**src/inc/bgdc_regs.svh**
```systemverilog
// Purpose: constants of the gate drive control block
// Assumes: 200 MHz core clock, byte addressed register words
// Notes:   times kept in printed units, cycle counts derived
//
// What this block does
// - power-up starts only above input undervoltage level
// - stay non-functional until gate supply is good
// - power-up takes 1 to 2 ms
// - sleep low disables everything, inputs ignored
// - leaving sleep reruns full power-up
// - enable low: both gates off, pwm ignored
// - enable high: pwm selects high or low side
// - enable rising edge fires low-side pulse
// - low-side pulse lasts typically 1.8 us
// - fault line pulled low while fault present
// - drain-source over reference: short circuit fault
// - shunt over threshold: overcurrent latched fault
// - faults latch until sleep or undervoltage reset
// - blank drain-source monitor after gate switching
// - dead time before complementary turn-on, shared
// - dead time 3.7 ns per kohm, 30ns min
// - input undervoltage resets logic, then power-up
// - gate supply loss after power-up latches fault
// - overtemperature latches fault, disables all
`ifndef BGDC_REGS_SVH
`define BGDC_REGS_SVH

`define BGDC_CLK_NS          5
`define BGDC_PWRUP_MIN_MS    1
`define BGDC_PWRUP_MAX_MS    2
`define BGDC_PWRUP_CYC       (`BGDC_PWRUP_MIN_MS * 1000000 / `BGDC_CLK_NS)
`define BGDC_LSP_NS          1800
`define BGDC_LSP_CYC         (`BGDC_LSP_NS / `BGDC_CLK_NS)
`define BGDC_DEAD_MIN_NS     30
`define BGDC_DEAD_MIN_CYC    ((`BGDC_DEAD_MIN_NS + `BGDC_CLK_NS - 1) / `BGDC_CLK_NS)
`define BGDC_DEAD_OPEN_US    6
`define BGDC_DEAD_OPEN_CYC   (`BGDC_DEAD_OPEN_US * 1000 / `BGDC_CLK_NS)
`define BGDC_DEAD_KOHM_X10   37
`define BGDC_DEAD_DIV        (10 * `BGDC_CLK_NS)
`define BGDC_DEAD_OPEN_CODE  12'hFFF
`define BGDC_BLANK_CYC       100

`define BGDC_OFS_DEAD        4'h0
`define BGDC_OFS_LSP         4'h4
`define BGDC_OFS_STATUS      4'h8
`define BGDC_RST_DEAD        12'h000

`define BGDC_FLT_SC          0
`define BGDC_FLT_OC          1
`define BGDC_FLT_GD          2
`define BGDC_FLT_OT          3

`endif

```
**src/inc/bgdc_pkg.sv**
```systemverilog
// Purpose: types of the gate drive control block
// Assumes: nothing beyond the constants header
// Notes:   state record is registered as one word
package bgdc_pkg;

   typedef logic [11:0] bgdc_cnt_t;
   typedef logic [19:0] bgdc_pu_t;

   typedef enum logic [3:0] {
      BGDC_OFF   = 4'h1,
      BGDC_PWRUP = 4'h2,
      BGDC_RUN   = 4'h4,
      BGDC_FAULT = 4'h8
   } bgdc_state_t;

   typedef struct packed {
      logic [2:0]            s1_en;
      logic [2:0]            s2_en;
      logic [2:0]            en_d;
      logic [2:0]            s1_pwm;
      logic [2:0]            s2_pwm;
      logic                  s1_sleep;
      logic                  s2_sleep;
      logic                  s1_uv;
      logic                  s2_uv;
      logic                  s1_gd;
      logic                  s2_gd;
      logic [5:0]            s1_vds;
      logic [5:0]            s2_vds;
      logic                  s1_shunt;
      logic                  s2_shunt;
      logic                  s1_ot;
      logic                  s2_ot;
      bgdc_state_t           state;
      bgdc_pu_t              pu_cnt;
      logic [2:0]            gate_hi;
      logic [2:0]            gate_lo;
      logic [2:0]            hiz;
      logic [2:0][11:0]      dead_cnt;
      logic [2:0][11:0]      lsp_cnt;
      bgdc_cnt_t             blank;
      bgdc_cnt_t             dead_set;
      bgdc_cnt_t             dead_cyc;
      bgdc_cnt_t             lsp_cyc;
      logic [3:0]            flt;
      logic                  fault_oe;
      logic                  fault_lvl;
      logic                  waitreq;
      logic [31:0]           rdata;
   } bgdc_st_t;

endpackage

```
**src/rtl/bgdc_core.sv**
```systemverilog
// Purpose: sequencing, gate decode, dead time and fault latch
// Assumes: comparator and pin inputs asynchronous, two-stage synchronised to i_clk
// Notes:   registers reached over Avalon-MM with waitrequest
//
// Design decisions made here: the address map and the Avalon-MM slave port.
`timescale 1ns/1ps
`include "bgdc_regs.svh"

module bgdc_core #(
   parameter int PWRUP_CYCLES = `BGDC_PWRUP_CYC,
   parameter int BLANK_CYCLES = `BGDC_BLANK_CYC
) (
   // clock and reset
   input  wire logic        i_clk,
   input  wire logic        i_reset_n,
   input  wire logic        i_ce,
   // supply monitors
   input  wire logic        i_vin_above_uvlo,
   input  wire logic        i_gate_drive_supply_ok,
   // controller pins
   input  wire logic        i_sleep_n_input,
   input  wire logic [2:0]  i_phase_enable_input,
   input  wire logic [2:0]  i_phase_pwm_input,
   // comparators
   input  wire logic [5:0]  i_vds_over_reference,
   input  wire logic        i_shunt_over_level,
   input  wire logic        i_overtemp,
   // gate commands
   output logic      [2:0]  o_gate_hi,
   output logic      [2:0]  o_gate_lo,
   output logic      [2:0]  o_phase_node_hiz,
   // open-drain fault line
   input  wire logic        i_fault_n_output_in,
   output logic             o_fault_n_output_out,
   output logic             o_fault_n_output_oe,
   // avalon slave
   input  wire logic [3:0]  i_avs_address,
   input  wire logic        i_avs_read,
   input  wire logic        i_avs_write,
   input  wire logic [31:0] i_avs_writedata,
   input  wire logic [3:0]  i_avs_byteenable,
   output logic      [31:0] o_avs_readdata,
   output logic             o_avs_waitrequest
);

   localparam bgdc_pkg::bgdc_pu_t  PU_LAST = bgdc_pkg::bgdc_pu_t'(PWRUP_CYCLES - 1);
   localparam bgdc_pkg::bgdc_cnt_t BLANK   = bgdc_pkg::bgdc_cnt_t'(BLANK_CYCLES);
   localparam bgdc_pkg::bgdc_cnt_t D_MIN   = bgdc_pkg::bgdc_cnt_t'(`BGDC_DEAD_MIN_CYC);
   localparam bgdc_pkg::bgdc_cnt_t D_OPEN  = bgdc_pkg::bgdc_cnt_t'(`BGDC_DEAD_OPEN_CYC);
   localparam bgdc_pkg::bgdc_cnt_t LSP_RST = bgdc_pkg::bgdc_cnt_t'(`BGDC_LSP_CYC);

   if (PWRUP_CYCLES < 2 || PWRUP_CYCLES > 20'hFFFFF) begin : g_bad_pu
      $error("power-up count out of range");
   end
   if (BLANK_CYCLES < 1 || BLANK_CYCLES > 12'hFFF) begin : g_bad_blank
      $error("blanking count out of range");
   end

   // byte lane merge into a 12-bit field
   function automatic bgdc_pkg::bgdc_cnt_t lane_merge(
      input bgdc_pkg::bgdc_cnt_t old,
      input logic [31:0]         wd,
      input logic [3:0]          be
   );
      lane_merge = {be[1] ? wd[11:8] : old[11:8], be[0] ? wd[7:0] : old[7:0]};
   endfunction

   // resistance in kohm to dead time cycles
   function automatic bgdc_pkg::bgdc_cnt_t dead_calc(input bgdc_pkg::bgdc_cnt_t r);
      logic [17:0] p;
      p = 18'(r) * 18'(`BGDC_DEAD_KOHM_X10) + 18'(`BGDC_DEAD_DIV - 1);
      p = p / 18'(`BGDC_DEAD_DIV);
      if (r == `BGDC_DEAD_OPEN_CODE) begin
         dead_calc = D_OPEN;
      end else if (p[11:0] < D_MIN) begin
         dead_calc = D_MIN;
      end else begin
         dead_calc = p[11:0];
      end
   endfunction

   bgdc_pkg::bgdc_st_t st;
   bgdc_pkg::bgdc_st_t next_st;

   logic [3:0] new_flt;
   logic       run_now;
   logic [2:0] rise;
   logic [2:0] pulse;
   logic [2:0] want_hi;
   logic [2:0] want_lo;
   logic       wr_take;

   always_comb begin
      next_st = st;
      new_flt = 4'h0;
      rise    = 3'h0;
      pulse   = 3'h0;
      want_hi = 3'h0;
      want_lo = 3'h0;
      wr_take = i_avs_write && !st.waitreq;

      // two-stage synchronisers
      next_st.s1_en    = i_phase_enable_input;
      next_st.s2_en    = st.s1_en;
      next_st.en_d     = st.s2_en;
      next_st.s1_pwm   = i_phase_pwm_input;
      next_st.s2_pwm   = st.s1_pwm;
      next_st.s1_sleep = i_sleep_n_input;
      next_st.s2_sleep = st.s1_sleep;
      next_st.s1_uv    = i_vin_above_uvlo;
      next_st.s2_uv    = st.s1_uv;
      next_st.s1_gd    = i_gate_drive_supply_ok;
      next_st.s2_gd    = st.s1_gd;
      next_st.s1_vds   = i_vds_over_reference;
      next_st.s2_vds   = st.s1_vds;
      next_st.s1_shunt = i_shunt_over_level;
      next_st.s2_shunt = st.s1_shunt;
      next_st.s1_ot    = i_overtemp;
      next_st.s2_ot    = st.s1_ot;

      // bus slave: waitrequest drops one cycle after request
      next_st.waitreq = 1'b1;
      if (st.waitreq && (i_avs_read || i_avs_write)) begin
         next_st.waitreq = 1'b0;
         next_st.rdata   = 32'h0;
         if (i_avs_read) begin
            case (i_avs_address)
               `BGDC_OFS_DEAD: begin
                  next_st.rdata = {20'h0, st.dead_set};
               end
               `BGDC_OFS_LSP: begin
                  next_st.rdata = {20'h0, st.lsp_cyc};
               end
               `BGDC_OFS_STATUS: begin
                  next_st.rdata = {5'h0, st.dead_cyc, i_fault_n_output_in,
                                   st.gate_lo, st.gate_hi, st.state, st.flt};
               end
               default: begin
                  next_st.rdata = 32'h0;
               end
            endcase
         end
      end
      if (wr_take) begin
         case (i_avs_address)
            `BGDC_OFS_DEAD: begin
               next_st.dead_set = lane_merge(st.dead_set, i_avs_writedata,
                                             i_avs_byteenable);
               next_st.dead_cyc = dead_calc(next_st.dead_set);
            end
            `BGDC_OFS_LSP: begin
               next_st.lsp_cyc = lane_merge(st.lsp_cyc, i_avs_writedata,
                                            i_avs_byteenable);
               if (next_st.lsp_cyc == 12'h000) begin
                  next_st.lsp_cyc = 12'h001;
               end
            end
            default: begin
               next_st.rdata = st.rdata;
            end
         endcase
      end

      // fault sources, only while running
      if (st.state == bgdc_pkg::BGDC_RUN) begin
         new_flt[`BGDC_FLT_SC] = (|st.s2_vds) && (st.blank == 12'h000);
         new_flt[`BGDC_FLT_OC] = st.s2_shunt;
         new_flt[`BGDC_FLT_GD] = !st.s2_gd;
         new_flt[`BGDC_FLT_OT] = st.s2_ot;
      end
      next_st.flt = st.flt | new_flt;

      case (st.state)
         bgdc_pkg::BGDC_OFF: begin
            next_st.pu_cnt = '0;
            if (st.s2_uv && st.s2_sleep) begin
               next_st.state = bgdc_pkg::BGDC_PWRUP;
            end
         end
         bgdc_pkg::BGDC_PWRUP: begin
            if (st.pu_cnt != PU_LAST) begin
               next_st.pu_cnt = st.pu_cnt + 20'h00001;
            end else if (st.s2_gd) begin
               next_st.state = bgdc_pkg::BGDC_RUN;
            end
         end
         bgdc_pkg::BGDC_RUN: begin
            if (|new_flt) begin
               next_st.state = bgdc_pkg::BGDC_FAULT;
            end
         end
         bgdc_pkg::BGDC_FAULT: begin
            next_st.state = bgdc_pkg::BGDC_FAULT;
         end
         default: begin
            next_st.state = bgdc_pkg::BGDC_OFF;
         end
      endcase

      // sleep or undervoltage resets sequence and faults
      if (!st.s2_uv || !st.s2_sleep) begin
         next_st.state = bgdc_pkg::BGDC_OFF;
         next_st.flt   = 4'h0;
      end
      run_now = (next_st.state == bgdc_pkg::BGDC_RUN);

      // per phase decode, auto pulse and dead time
      for (int i = 0; i < 3; i++) begin
         rise[i]  = st.s2_en[i] && !st.en_d[i];
         pulse[i] = rise[i] || (st.lsp_cnt[i] != 12'h000);
         if (!run_now || !st.s2_en[i]) begin
            next_st.lsp_cnt[i] = 12'h000;
         end else if (rise[i]) begin
            next_st.lsp_cnt[i] = st.lsp_cyc - 12'h001;
         end else if (st.lsp_cnt[i] != 12'h000) begin
            next_st.lsp_cnt[i] = st.lsp_cnt[i] - 12'h001;
         end
         want_hi[i] = run_now && st.s2_en[i] && st.s2_pwm[i] && !pulse[i];
         want_lo[i] = run_now && st.s2_en[i] && (!st.s2_pwm[i] || pulse[i]);

         next_st.gate_hi[i] = 1'b0;
         next_st.gate_lo[i] = 1'b0;
         if (st.dead_cnt[i] != 12'h000) begin
            next_st.dead_cnt[i] = st.dead_cnt[i] - 12'h001;
         end
         if (want_hi[i] && st.gate_hi[i]) begin
            next_st.gate_hi[i] = 1'b1;
         end else if (want_lo[i] && st.gate_lo[i]) begin
            next_st.gate_lo[i] = 1'b1;
         end else if (st.gate_hi[i] || st.gate_lo[i]) begin
            next_st.dead_cnt[i] = st.dead_cyc - 12'h001;
         end else if (st.dead_cnt[i] == 12'h000) begin
            next_st.gate_hi[i] = want_hi[i];
            next_st.gate_lo[i] = want_lo[i];
         end
         next_st.hiz[i] = !next_st.gate_hi[i] && !next_st.gate_lo[i];
      end

      // restart blanking on any gate change
      if ({next_st.gate_hi, next_st.gate_lo} != {st.gate_hi, st.gate_lo}) begin
         next_st.blank = BLANK;
      end else if (st.blank != 12'h000) begin
         next_st.blank = st.blank - 12'h001;
      end

      next_st.fault_oe  = (next_st.state == bgdc_pkg::BGDC_FAULT);
      next_st.fault_lvl = 1'b0;
   end

   always_ff @(posedge i_clk or negedge i_reset_n) begin
      if (!i_reset_n) begin
         st          <= '0;
         st.state    <= bgdc_pkg::BGDC_OFF;
         st.hiz      <= 3'h7;
         st.dead_set <= `BGDC_RST_DEAD;
         st.dead_cyc <= D_MIN;
         st.lsp_cyc  <= LSP_RST;
         st.waitreq  <= 1'b1;
      end else if (i_ce) begin
         st <= next_st;
      end
   end

   assign o_gate_hi            = st.gate_hi;
   assign o_gate_lo            = st.gate_lo;
   assign o_phase_node_hiz     = st.hiz;
   assign o_fault_n_output_out = st.fault_lvl;
   assign o_fault_n_output_oe  = st.fault_oe;
   assign o_avs_readdata       = st.rdata;
   assign o_avs_waitrequest    = st.waitreq;
endmodule // bgdc_core

```
**config.mk**
```make
export PLATFORM = sky130hd
export DESIGN_NAME = bgdc_core
export DESIGN_NICKNAME = d
export VERILOG_FILES = /design/src/inc/bgdc_pkg.sv /design/src/rtl/bgdc_core.sv
export VERILOG_INCLUDE_DIRS = /design/src /design/src/inc
export SDC_FILE = /design/constraint.sdc
export NUM_CORES = 1
export LEC_CHECK = 0
export BUFFER_PORTS_ARGS = -buffer_cell sky130_fd_sc_hd__buf_2
export CAP_MARGIN = 20
export CORE_ASPECT_RATIO = 0.5
export CORE_UTILIZATION = 30
export DETAILED_ROUTE_END_ITERATION = 8
export GPL_TIMING_DRIVEN = 0
export MAX_ROUTING_LAYER = met4
export PLACE_DENSITY_LB_ADDON = 0.15
export SYNTH_ARGS = -nofsm -noshare
export SYNTH_HDL_FRONTEND = slang
export SYNTH_SLANG_ARGS = --single-unit
export TNS_END_PERCENT = 1
```
**constraint.sdc**
```tcl
create_clock -name i_clk -period 15.2 [get_ports i_clk]
set_input_delay 1.52 -clock i_clk [delete_from_list [all_inputs] [get_ports i_clk]]
set_output_delay 1.52 -clock i_clk [all_outputs]
set_load 0.02 [all_outputs]
```
; Yosys cells after proc, flatten, opt, wreduce, memory -nomap -nowiden
; Index checks and enable logic that the tools add are counted.
[word_totals]
output_inout_bits = 44
word_cells = 227
regBits = 228
input_bits = 63
[op_classes]
order_cmp = 1
muxes = 69
n_reduce_logical = 94
n_eq_ne = 13
bitwise = 1
addsub = 11
div_mod_pow = 1
mul = 1
[ops]
columns = cell, count
row1 = 12-bit two-way mux, 26
row2 = "12-bit by 1-bit subtractor with 12-bit output, second input constant", 9
row3 = 12-bit nonzero test, 7
row4 = 27-bit case mux with 3 select lines, 1
row5 = 32-bit two-way mux, 2
row6 = 12-bit zero test, 5
row7 = 20-bit case mux with 2 select lines, 1
row8 = 4-bit two-way mux, 9
row9 = 33-bit two-way mux, 1
row10 = 1-bit logical AND, 28
row11 = 27-bit two-way mux, 1
row12 = 1-bit two-way mux, 24
row13 = 1-bit zero test, 23
row14 = "20-bit by 1-bit adder with 20-bit output, second input constant", 1
row15 = 20-bit two-way mux, 1
row16 = "20-bit by 18-bit != test with 1-bit output, second input constant", 1
row17 = "18-bit by 6-bit adder with 18-bit output, second input constant", 1
row18 = "18-bit by 6-bit divider with 18-bit output, second input constant", 1
row19 = "12-bit by 6-bit multiplier with 18-bit output, second input constant", 1
row20 = 8-bit two-way mux, 2
row21 = 4-bit case mux with 4 select lines, 1
row22 = 1-bit logical OR, 14
row23 = "12-bit equality test, second input constant", 1
row24 = "4-bit by 3-bit equality test with 1-bit output, second input constant", 3
row25 = 15 further kinds, 27

; Depth between registers and ports, before layout
; Gate-level depths: netlist (run 1).
[logic_depth]
ltp_word = 18
mapped_depth = 49

; Worst setup path after synthesis (run 1)
; Ideal clock, no wire load.
[synth_path]
path_kind = input to register
start = input i_avs_byteenable[0]
end = register st[51] in the netlist's numbering
slack_ps = 3091
arrival_ps = 11976
cell_stages = 43
n_path_buf = 5
required_ps = 15067
path_cell_list = buf_1 -> mux2i_1 -> inv_1 -> ha_1 -> fa_1 -> fa_1 -> ha_1 -> ha_1 -> nand4b_1 -> o2bb2ai_2 -> o21ai_1 -> a21boi_1 -> o21ai_1 -> nor3_1 -> a211oi_2 -> and2_4 -> buf_6 -> or3_4 -> [7 not listed] -> o31a_1 -> buf_4 -> nor2_1 -> xnor2_1 -> a21oi_1 -> o32a_1 -> or2_1 -> buf_6 -> o41a_1 -> a31o_2 -> a311oi_1 -> a221o_1 -> a211oi_2 -> or2_1 -> or4b_1 -> a41o_1 -> a41oi_1 -> o22ai_1
[synth_via]
elab_chain_len = 7
word_cells_on_any_way = 8
classes_between = add/sub: 1 / mul: 1 / div: 1 / order compare: 1 / eq/ne: 1 / mux: 3
[synth_rtl]
columns = element, line
row1 = "start, declared", bgdc_core.sv:41  ; input wire logic [3:0] i_avs_byteenable,
row2 = 8-bit two-way mux (*), bgdc_core.sv:65  ; lane_merge = {be[1] ? wd[11:8] : old[11:8], be[0] ? wd[7:0] : old[7:0]};
row3 = 12-bit by 6-bit multiplier with 18-bit output, bgdc_core.sv:71  ; p = 18'(r) * 18'(`BGDC_DEAD_KOHM_X10) + 18'(`BGDC_DEAD_DIV - 1);
row4 = 18-bit by 6-bit adder with 18-bit output, bgdc_core.sv:71
row5 = 18-bit by 6-bit divider with 18-bit output, bgdc_core.sv:72  ; p = p / 18'(`BGDC_DEAD_DIV);
row6 = 12-bit by 3-bit < comparator with 1-bit output, bgdc_core.sv:75  ; end else if (p[11:0] < D_MIN) begin
row7 = 12-bit two-way mux, bgdc_core.sv:75
row8 = 12-bit two-way mux (*), bgdc_core.sv:73  ; if (r == `BGDC_DEAD_OPEN_CODE) begin
row9 = "end signal, assigned", bgdc_core.sv:260  ; st <= next_st;
row10 = "end, declared", bgdc_core.sv:82  ; bgdc_pkg::bgdc_st_t st;
; Every way passes the cells marked *; elsewhere a longest branch is shown, timed or not.
; A chain may end at the register's enable or synchronous reset.

; Worst setup path in the final report (run 1)
; Same ends and word-level chain as after synthesis.

==> results of run 1 <==
-- cells in the final DEF, fill, tap and decap left out, drive strengths merged, types with 9 or more instances in the layout --
| cell type | instances |
|---|---|
| o211ai | 26 |
| a211o | 11 |
| a21o | 12 |
| nand2 | 201 |
| dfrtp | 212 |
| o22ai | 18 |
| nand3 | 43 |
| mux2i | 16 |
| a211oi | 23 |
| a22o | 31 |
| buf | 141 |
| a21oi | 125 |
| o21ai | 201 |
| a22oi | 20 |
| nand4 | 23 |
| nor3 | 77 |
| clkbuf | 117 |
| nor2 | 209 |
| or3 | 27 |
| a31oi | 29 |
| inv | 50 |
| fa | 9 |
| nor4 | 23 |
| and2 | 17 |
| or4 | 9 |
| nor2b | 9 |
| or2 | 18 |
| nand2b | 18 |
| ha | 60 |
| mux2 | 72 |
| xor2 | 32 |
| o21a | 13 |
| xnor2 | 43 |
| a2111oi | 10 |
| and3 | 10 |
| dfstp | 11 |
-- cells in the mapped netlist, types with 13 or more instances --
cell type  instances  area (um2)
nand4_1           23         144
inv_1             48         180
mux2_2            71         800
a31oi_1           27         169
nand3_1           42         210
nor4_1            23         144
buf_4             47         353
nand2b_1          18         113
o21ai_0          184         921
a22oi_1           19         143
nand2_1          201         754
o211ai_1          23         173
mux2i_1           15         150
ha_1              60         751
nor2_1           206         773
o21a_1            13        97.6
dfrtp_1          212        5310
xnor2_1           41         359
clkbuf_1          72         270
and2_1            13        81.3
xor2_1            32         280
a22o_1            31         272
o22ai_1           17         106
a21oi_1          124         621
nor3_1            75         375
a211oi_1          16         120
or3_1             23         144
-- area by class of cell --
class	instances	share of cell area (%)
tap	756	4.94
clock buffer	44	4.17
timing repair buffer	78	2.36
sequential	223	29.2
clock inverter	6	0.326
inverter	49	0.960
multi-input combinational	1574	54.2
buffer	137	3.89
-- state kept, by name (all words and copies together) (netlist names) --
| register | cells |
|---|---|
| next_st | 20 |
| o_gate_hi | 3 |
| st | 165 |
| o_avs_readdata | 27 |
| o_gate_lo | 3 |
| o_avs_waitrequest | 1 |
| o_phase_node_hiz | 3 |
| o_fault_n_output_oe | 1 |
-- cells by family (layout without fill, tap and decap cells) --
group,Yosys count,after routing,share of synthesized area (%)
AND/OR/NAND/NOR,716,716,20.4
adder cells (fa/ha/maj),69,69,5.51
multiplexers,88,88,5.80
flip-flops,223,223,33.1
buffers and inverters,186,314,5.50
AO/OA/AOI/OAI,620,620,25.6
other,1,6,0.0222
XOR/XNOR,75,75,3.98
-- worst paths after layout --
path / start / end / slack, ps
min in group asynchronous: i_reset_n / next_st[198] / 800
max: i_avs_byteenable[0] / st[51] / 1500
min reg2reg: st[134] / st[134] / 480
max reg2reg: st[67] / st[51] / 2720
min: st[134] / st[134] / 480
max in group asynchronous: i_reset_n / o_gate_hi[2] / 13130
-- per-stage QoR --
stage               std cells  hold slack (ps)
floorplan                1983              443
global placement         2814              461
detailed placement       2817              469
CTS                      2867              484
global route             2867              495
finish                   2867              480
-- per-layer routing --
| metal | track usage, % | wire (um) |
|---|---|---|
| met4 | 4.15 | 1050 |
| met2 | 28.9 | 23600 |
| met1 | 24.8 | 24500 |
| met5 | - | 0 |
| met3 | 1.71 | 1820 |
-- critical path, delay by kind of cell --
kind                       cells  cell delay, ps
AOI/OAI and AO/OA             23            6770
adders and majority gates      5            1900
muxes                          1             460
buffers and inverters          6            1240
and+or+nand+nor                8            2230
==> qor.yml, run 1 <==
die_y_um: 170
synth_area_um2: 16900
cts_max_level: 1
dieArea_um2: 57300
first_iter_violations: 1218
grt_pass1_wl_um: 81400
ctsHoldBuffers: 0
antenna_found_initial: 0
end_kind: "flop"
clock-sinks: 223
cts_resized: 0
hpwl_um: 38300
final_layout_size_suffix_gt1_share_pct: 16.2
violations: "DRC"
drv.max_cap_violation_count: 0
io_pins: 107
slew_violations: 0
period_share_pct: 90.2
avgSynthCellArea_um2: 8.54
seqCellArea_um2: 5590
startpoint_type: "primary input"
final_cell_area_um2: 19200
cts_inserted_buffers: 27
area_growth_pct: 13.5
insertion_delay_ps: 580
routedWlPerCell_um: 17.8
cts_root_buf: "clkbuf_16"
grt_pass1_vias: 14257
fill_cells: 5855
postRouteWirelength_um: 51000
route.antenna.remaining_nets: 0
portBuffers: 75
synth-edff-count: 0
ys_seq_elements: 223
place_congestion: 0.882
setup_viol_count_final: 0
initial_core_util_pct: 30.4
vias_per_cell: 5.34
cts_buffer_depth: 3
hold_path_class: "flop to flop"
final_core_util_pct: 34.5
critPathMaxFanout: 10
drcViolationCount: 2
slowest_stage: "a2111oi_4"
cp.arrival_ps: 14150
num_antenna_cells: 0
tightest_slew_ps: 991
grt.total_usage_pct: 18.1
rsz0062_at_grt: "false"
rows: 61
multi_input_area_um2: 10400
pre_cts_ws_ps: 968
max_freq_mhz: 73.0
cp.required_ps: 15650
grt_overflow: 0
postSynth.asyncResetShare_pct: 100
drtPass1Iterations: 7
final.setup_skew_ps: 36.4
finalHoldViolations: 0
synth.yosys.seq_area_share_pct: 33.1
layout_min_cycle_time_ps: 13700
cts_tree: "yes"
synth_flop_cell: "dfrtp_1"
slew_headroom_pct: 33.6
nNetsFinal: 2222
grt_max_degree: 116
clk_pin_slew_worst_paths_ps: 70
yosysUniqueCellTypes: 120
rr_worst_depth: 41
hold_depth: 2
ys_warn_count: 0
max_stage_delay_ps: 600
die_width_um: 337
postSynthCellCount: 1978
dpl-instance-area_um2: 18300
setup_ws_ps: 1500
cts_setup_buffers: 0
timing.setup.tns_ps: 0
core_um2: 55600
num_vias: 15308
path_class: "primary input to flop"
status: "complete, but fails checks"
Power of run 1 is left out: the tool's default activity adds up to more than one toggle a clock period on the data nets, which glitch-free logic cannot reach.
==> inputs of run 2 (changes only) <==
Settings changed: ABC_AREA from default to 1, GPL_TIMING_DRIVEN 0 to default.
==> qor.yml, run 2 <==
status: "finished, final reports clean"  # was complete, but fails checks
cts_max_level: 1  # unchanged
avgSynthCellArea_um2: 7.17  # was 8.54 um2
hpwl_um: 31900  # was 38300 um
rr_worst_depth: 62  # was 41
cts_setup_buffers: 0  # unchanged
reg2reg_slack_ps: 5590  # was 2720 ps
yosysUniqueCellTypes: 53  # was 120
grt_overflow: 0  # unchanged
worstReg2RegStart: "st[67]"  # unchanged
largest_register_ff_count: 165  # unchanged
drtPass1Iterations: 5  # was 7
initial_core_util_pct: 30.9  # was 30.4%
area_growth_pct: 11.7  # was 13.5%
cp.arrival_ps: 11150  # was 14150 ps
synth-edff-count: 0  # unchanged
top_register: "st"  # unchanged
postSynth.asyncResetShare_pct: 100  # unchanged
slew_violations: 0  # unchanged
layout_min_cycle_time_ps: 10730  # was 13700 ps
postSynthCellCount: 2200  # was 1978
path_class: "primary input to flop"  # unchanged
yosysTopAreaCellShare_pct: 33.6  # was 31.4%
setup_viol_count_final: 0  # unchanged
drv.max_cap_violation_count: 0  # unchanged
hold_path_class: "flop to flop"  # unchanged
final_cell_mix: "513 x nand2_1, 324 x inv_1, 212 x dfrtp_1"  # was 212 x dfrtp_1, 206 x nor2_1, 201 x nand2_1
layout_commonest_cell: "nand2_1"  # was dfrtp_1
die_width_um: 326  # was 337 um
final.setup_skew_ps: 15.1  # was 36.4 ps
insertion_delay_ps: 550  # was 580 ps
critPathMaxFanout: 19  # was 10
drcViolationCount: 0  # was 2
die_y_um: 164  # was 170 um
slowest_stage: "fa_1"  # was a2111oi_4
end_kind: "flop"  # unchanged
slew_headroom_pct: 35.7  # was 33.6%
endpoint: "st[57]"  # was st[51]
grt_max_degree: 97  # was 116
grt_pass1_wl_um: 70100  # was 81400 um
ctsHoldBuffers: 0  # unchanged
antenna_found_initial: 0  # unchanged
route.antenna.remaining_nets: 0  # unchanged
routedWlPerCell_um: 14.6  # was 17.8 um
cp-startpoint: "i_avs_byteenable[0]"  # unchanged
rsz0062_at_grt: "false"  # unchanged
clock-sinks: 223  # unchanged
place_congestion: 0.829  # was 0.882
max_freq_mhz: 93.2  # was 73.0 MHz
num_antenna_cells: 0  # unchanged
num_vias: 13829  # was 15308
cts_tree: "yes"  # unchanged
vias_per_cell: 4.69  # was 5.34
fill_cells: 5528  # was 5855
grt_pass1_vias: 13213  # was 14257
synth_common_cells: "513 x nand2_1, 324 x inv_1, 212 x dfrtp_1, 178 x o21ai_0, 163 x nor2_1"  # was 212 x dfrtp_1, 206 x nor2_1, 201 x nand2_1, 184 x o21ai_0, 124 x a21oi_1
tightest_slew_ps: 964  # was 991 ps
finalHoldViolations: 0  # unchanged
cts_inserted_buffers: 27  # unchanged
grt.total_usage_pct: 16.6  # was 18.1%
synth_flop_cell: "dfrtp_1"  # unchanged
ys_warn_count: 0  # unchanged
final_layout_size_suffix_gt1_share_pct: 12.1  # was 16.2%
cts_root_buf: "clkbuf_16"  # unchanged
core_um2: 51100  # was 55600 um2
synth_top_cells_by_area: "dfrtp_1 34%, nand2_1 12%, inv_1 7.7%"  # was dfrtp_1 31%, o21ai_0 5.5%, mux2_2 4.7%
startpoint_type: "primary input"  # unchanged
clk_pin_slew_worst_paths_ps: 60  # was 70 ps
rows: 58  # was 61
cts_resized: 0  # unchanged
nNetsFinal: 2368  # was 2222
period_share_pct: 70.6  # was 90.2%
postRouteWirelength_um: 42900  # was 51000 um
timing.setup.tns_ps: 0  # unchanged
cpMostUsedCell: "nand2_4"
hold_depth: 2  # unchanged
yosysTopAreaCell: "dfrtp_1"  # unchanged
ys_seq_elements: 223  # unchanged
cts_buffer_depth: 3  # unchanged
synth_area_um2: 15800  # was 16900 um2
max_stage_delay_ps: 470  # was 600 ps
synth.yosys.seq_area_share_pct: 35.4  # was 33.1%
first_iter_violations: 721  # was 1218
cp.required_ps: 15630  # was 15650 ps
synth.most_common_cell: "nand2_1"  # was dfrtp_1
io_pins: 107  # unchanged
dieArea_um2: 53600  # was 57300 um2
portBuffers: 78  # was 75
rr_endpoint: "st[57]"  # was st[51]
-- run 2: changes by cell type in the layout (fill, tap and decap cells not counted), sizes merged, moves of 35 or more --
cell / delta
xnor2: -35
inv: +295
nand3: +78
nand2: +377
buf: -50
clkbuf: -77
o22ai: +35
mux2: -72
-- run 2: final cells by class --
type / instances / area [um2] / area share [%]
inverter: 350 / 1310 / 7.45
clock inverter: 9 / 151 / 0.859
timing repair buffer: 91 / 513 / 2.91
sequential: 223 / 5590 / 31.7
clock buffer: 40 / 785 / 4.45
multi-input combinational: 1543 / 8410 / 47.7
tap: 690 / 863 / 4.90
-- run 2: how the worst min path moves through the flow --
stage | slack, ps | end | startpoint
after floorplan | 440 | st[212] | st[212]
after global placement | 450 | st[210] | st[210]
after detailed placement | 460 | next_st[210] | next_st[210]
after CTS | 470 | st[210] | st[210]
after global routing | 500 | st[210] | st[210]
final | 470 | next_st[210] | next_st[210]
-- run 2: cells by family after synthesis --
logic type | count (synthesis) | synth area share (%)
buf+inv | 439 | 11.4
other cells | 1 | 0.0238
compound gates | 425 | 15.3
fa+ha+maj | 69 | 5.90
xor+xnor | 51 | 2.83
flops | 223 | 35.4
simple gates | 992 | 29.1
-- run 2: worst max-delay path, delay by kind of cell --
kind	cells	cell delay (ps)
AO/OA/AOI/OAI	5	980
XOR/XNOR	1	420
adder cells (fa/ha/maj)	5	1860
buffers and inverters	5	850
AND/OR/NAND/NOR	48	5450
-- run 2: per-stage QoR --
| step | std cells | area [um2] | worst slack (ps) | utilization, % | hold slack (ps) |
|---|---|---|---|---|---|
| 2_1_floorplan | 2205 | 15800 | 5420 | - | 442 |
| 3_3_place_gp | 2896 | 16700 | 3900 | 32.6 | 455 |
| 3_5_place_dp | 2896 | 16700 | 3910 | 32.6 | 459 |
| 4_1_cts | 2945 | 17600 | 4450 | 34.5 | 474 |
| 5_1_grt | 2946 | 17600 | 3480 | 34.5 | 497 |
| 6_report | 2946 | 17600 | 4470 | 34.5 | 468 |
-- run 2: per-layer routing --
metal  vias up  track usage [%]  routed length (um)  share of wire [%]
met3        49             2.05                1330                3.1
met5         -                -                   0                  0
met2       142             26.9               19500                 45
li1       7240                -                   -                  -
met4         0             3.46                 872                2.0
met1      6398             22.3               21200                 49
Power of run 2 is left out for the same reason.
==> inputs of run 3 (changes only) <==
Clock period 15.2 ns to 10.97 ns, I/O delays scaled along.
==> qor.yml, run 3 (same netlist as run 2, synthesis figures left out) <==
status: "finished, final reports clean"  # unchanged
rr_worst_depth: 65  # was 62
ctsHoldBuffers: 0  # unchanged
cts_setup_buffers: 0  # unchanged
first_iter_violations: 851  # was 721
top_register: "st"  # unchanged
drtPass1Iterations: 5  # unchanged
initial_core_util_pct: 30.9  # unchanged
max_freq_mhz: 102
cts_max_level: 1  # unchanged
hold_path_class: "flop to flop"  # unchanged
cts_inserted_buffers: 26  # was 27
num_antenna_cells: 0  # unchanged
end_kind: "flop"  # unchanged
cts_resized: 0  # unchanged
place_congestion: 0.827  # was 0.829
slew_headroom_pct: 36.1  # was 35.7%
largest_register_ff_count: 165  # unchanged
routedWlPerCell_um: 14.5  # was 14.6 um
finalHoldViolations: 0  # unchanged
postRouteWirelength_um: 42600  # was 42900 um
drv.max_cap_violation_count: 0  # unchanged
vias_per_cell: 4.71  # was 4.69
hpwl_um: 31900  # about the same
final.setup_skew_ps: 10.9  # was 15.1 ps
grt_pass1_vias: 13101  # was 13213
antenna_found_initial: 0  # unchanged
slowest_stage: "fa_1"  # unchanged
die_y_um: 164  # unchanged
startpoint_type: "primary input"  # unchanged
cpMostUsedCell: "nand2_4"  # unchanged
core_um2: 51100  # unchanged
cp.arrival_ps: 10260  # was 11150 ps
layout_min_cycle_time_ps: 9840
layout.cells.non_filler: 2946  # unchanged
cp.required_ps: 11390  # was 15630 ps
slew_violations: 0  # unchanged
critPathMaxFanout: 13  # was 19
route.antenna.remaining_nets: 0  # unchanged
area_growth_pct: 11.8  # was 11.7%
period_share_pct: 89.7
reg2reg_slack_ps: 1680  # was 5590 ps
grt.total_usage_pct: 16.4  # was 16.6%
cts_buffer_depth: 3  # unchanged
pre_cts_ws_ps: 287  # was 3910 ps
portBuffers: 78  # unchanged
dp.cells: 2900  # was 2896
rows: 58  # unchanged
fill_cells: 5510  # was 5528
setup_viol_count_final: 0  # unchanged
die_width_um: 326  # unchanged
cts_tree: "yes"  # unchanged
max_stage_delay_ps: 470  # about the same
nNetsFinal: 2370  # was 2368
path_class: "primary input to flop"  # unchanged
timing.setup.tns_ps: 0  # unchanged
insertion_delay_ps: 550  # about the same
final_layout_size_suffix_gt1_share_pct: 12.1  # about the same
hold_depth: 2  # unchanged
grt_pass1_wl_um: 69900  # was 70100 um
num_vias: 13889  # was 13829
tightest_slew_ps: 950  # was 964 ps
dieArea_um2: 53600  # unchanged
clk_pin_slew_worst_paths_ps: 60  # about the same
setup_ws_ps: 1130  # was 4470 ps
clock-sinks: 223  # unchanged
io_pins: 107  # unchanged
drcViolationCount: 0  # unchanged
rsz0062_at_grt: "false"  # unchanged
grt_max_degree: 106  # was 97
grt_overflow: 0  # unchanged
final_cell_mix: "513 x nand2_1, 324 x inv_1, 212 x dfrtp_1"  # unchanged
layout_commonest_cell: "nand2_1"  # unchanged
cts_root_buf: "clkbuf_16"  # unchanged
## run 3: area by class of cell
class                   count  area (um2)  share of cell area, %
multi-input cells        1543        8410                   47.7
flip-flops and latches    223        5590                   31.7
inverters                 350        1310                   7.45
well taps                 690         863                   4.89
clock buffers              41         808                   4.58
repair buffers             94         523                   2.96
clock inverters             5         125                  0.709
## run 3: metrics by stage
stage	utilization [%]	hold WS, ps	instance area (um2)
5_1_grt	34.5	486	17600
4_1_cts	34.5	473	17600
6_report	34.5	469	17600
3_5_place_dp	32.7	459	16700
2_1_floorplan	-	442	15800
3_3_place_gp	32.7	454	16700
## run 3: path summary, 6_finish.rpt
check,end,from
max reg2reg,st[60],st[69]
min in group asynchronous,st[88],i_reset_n
max,st[60],i_avs_byteenable[0]
max in group asynchronous,next_st[208],i_reset_n
min reg2reg,st[210],st[210]
min,st[210],st[210]
## run 3: critical path: cells and delay by family
kind / cells / cell delay [ps]
adder cells (fa/ha/maj): 5 / 1830
AO/OA/AOI/OAI: 4 / 770
AND/OR/NAND/NOR: 53 / 5960
buffers and inverters: 4 / 530
## run 3: layer usage
metal	part of all wire (%)	GRT usage, %	vias up	routed length (um)
met5	0	-	-	0
met4	1.8	3.23	0	748
met3	2.2	1.69	46	948
met2	46	26.8	128	19600
met1	50	22.1	6506	21300
li1	-	-	7209	-
Power of run 3 is left out for the same reason.
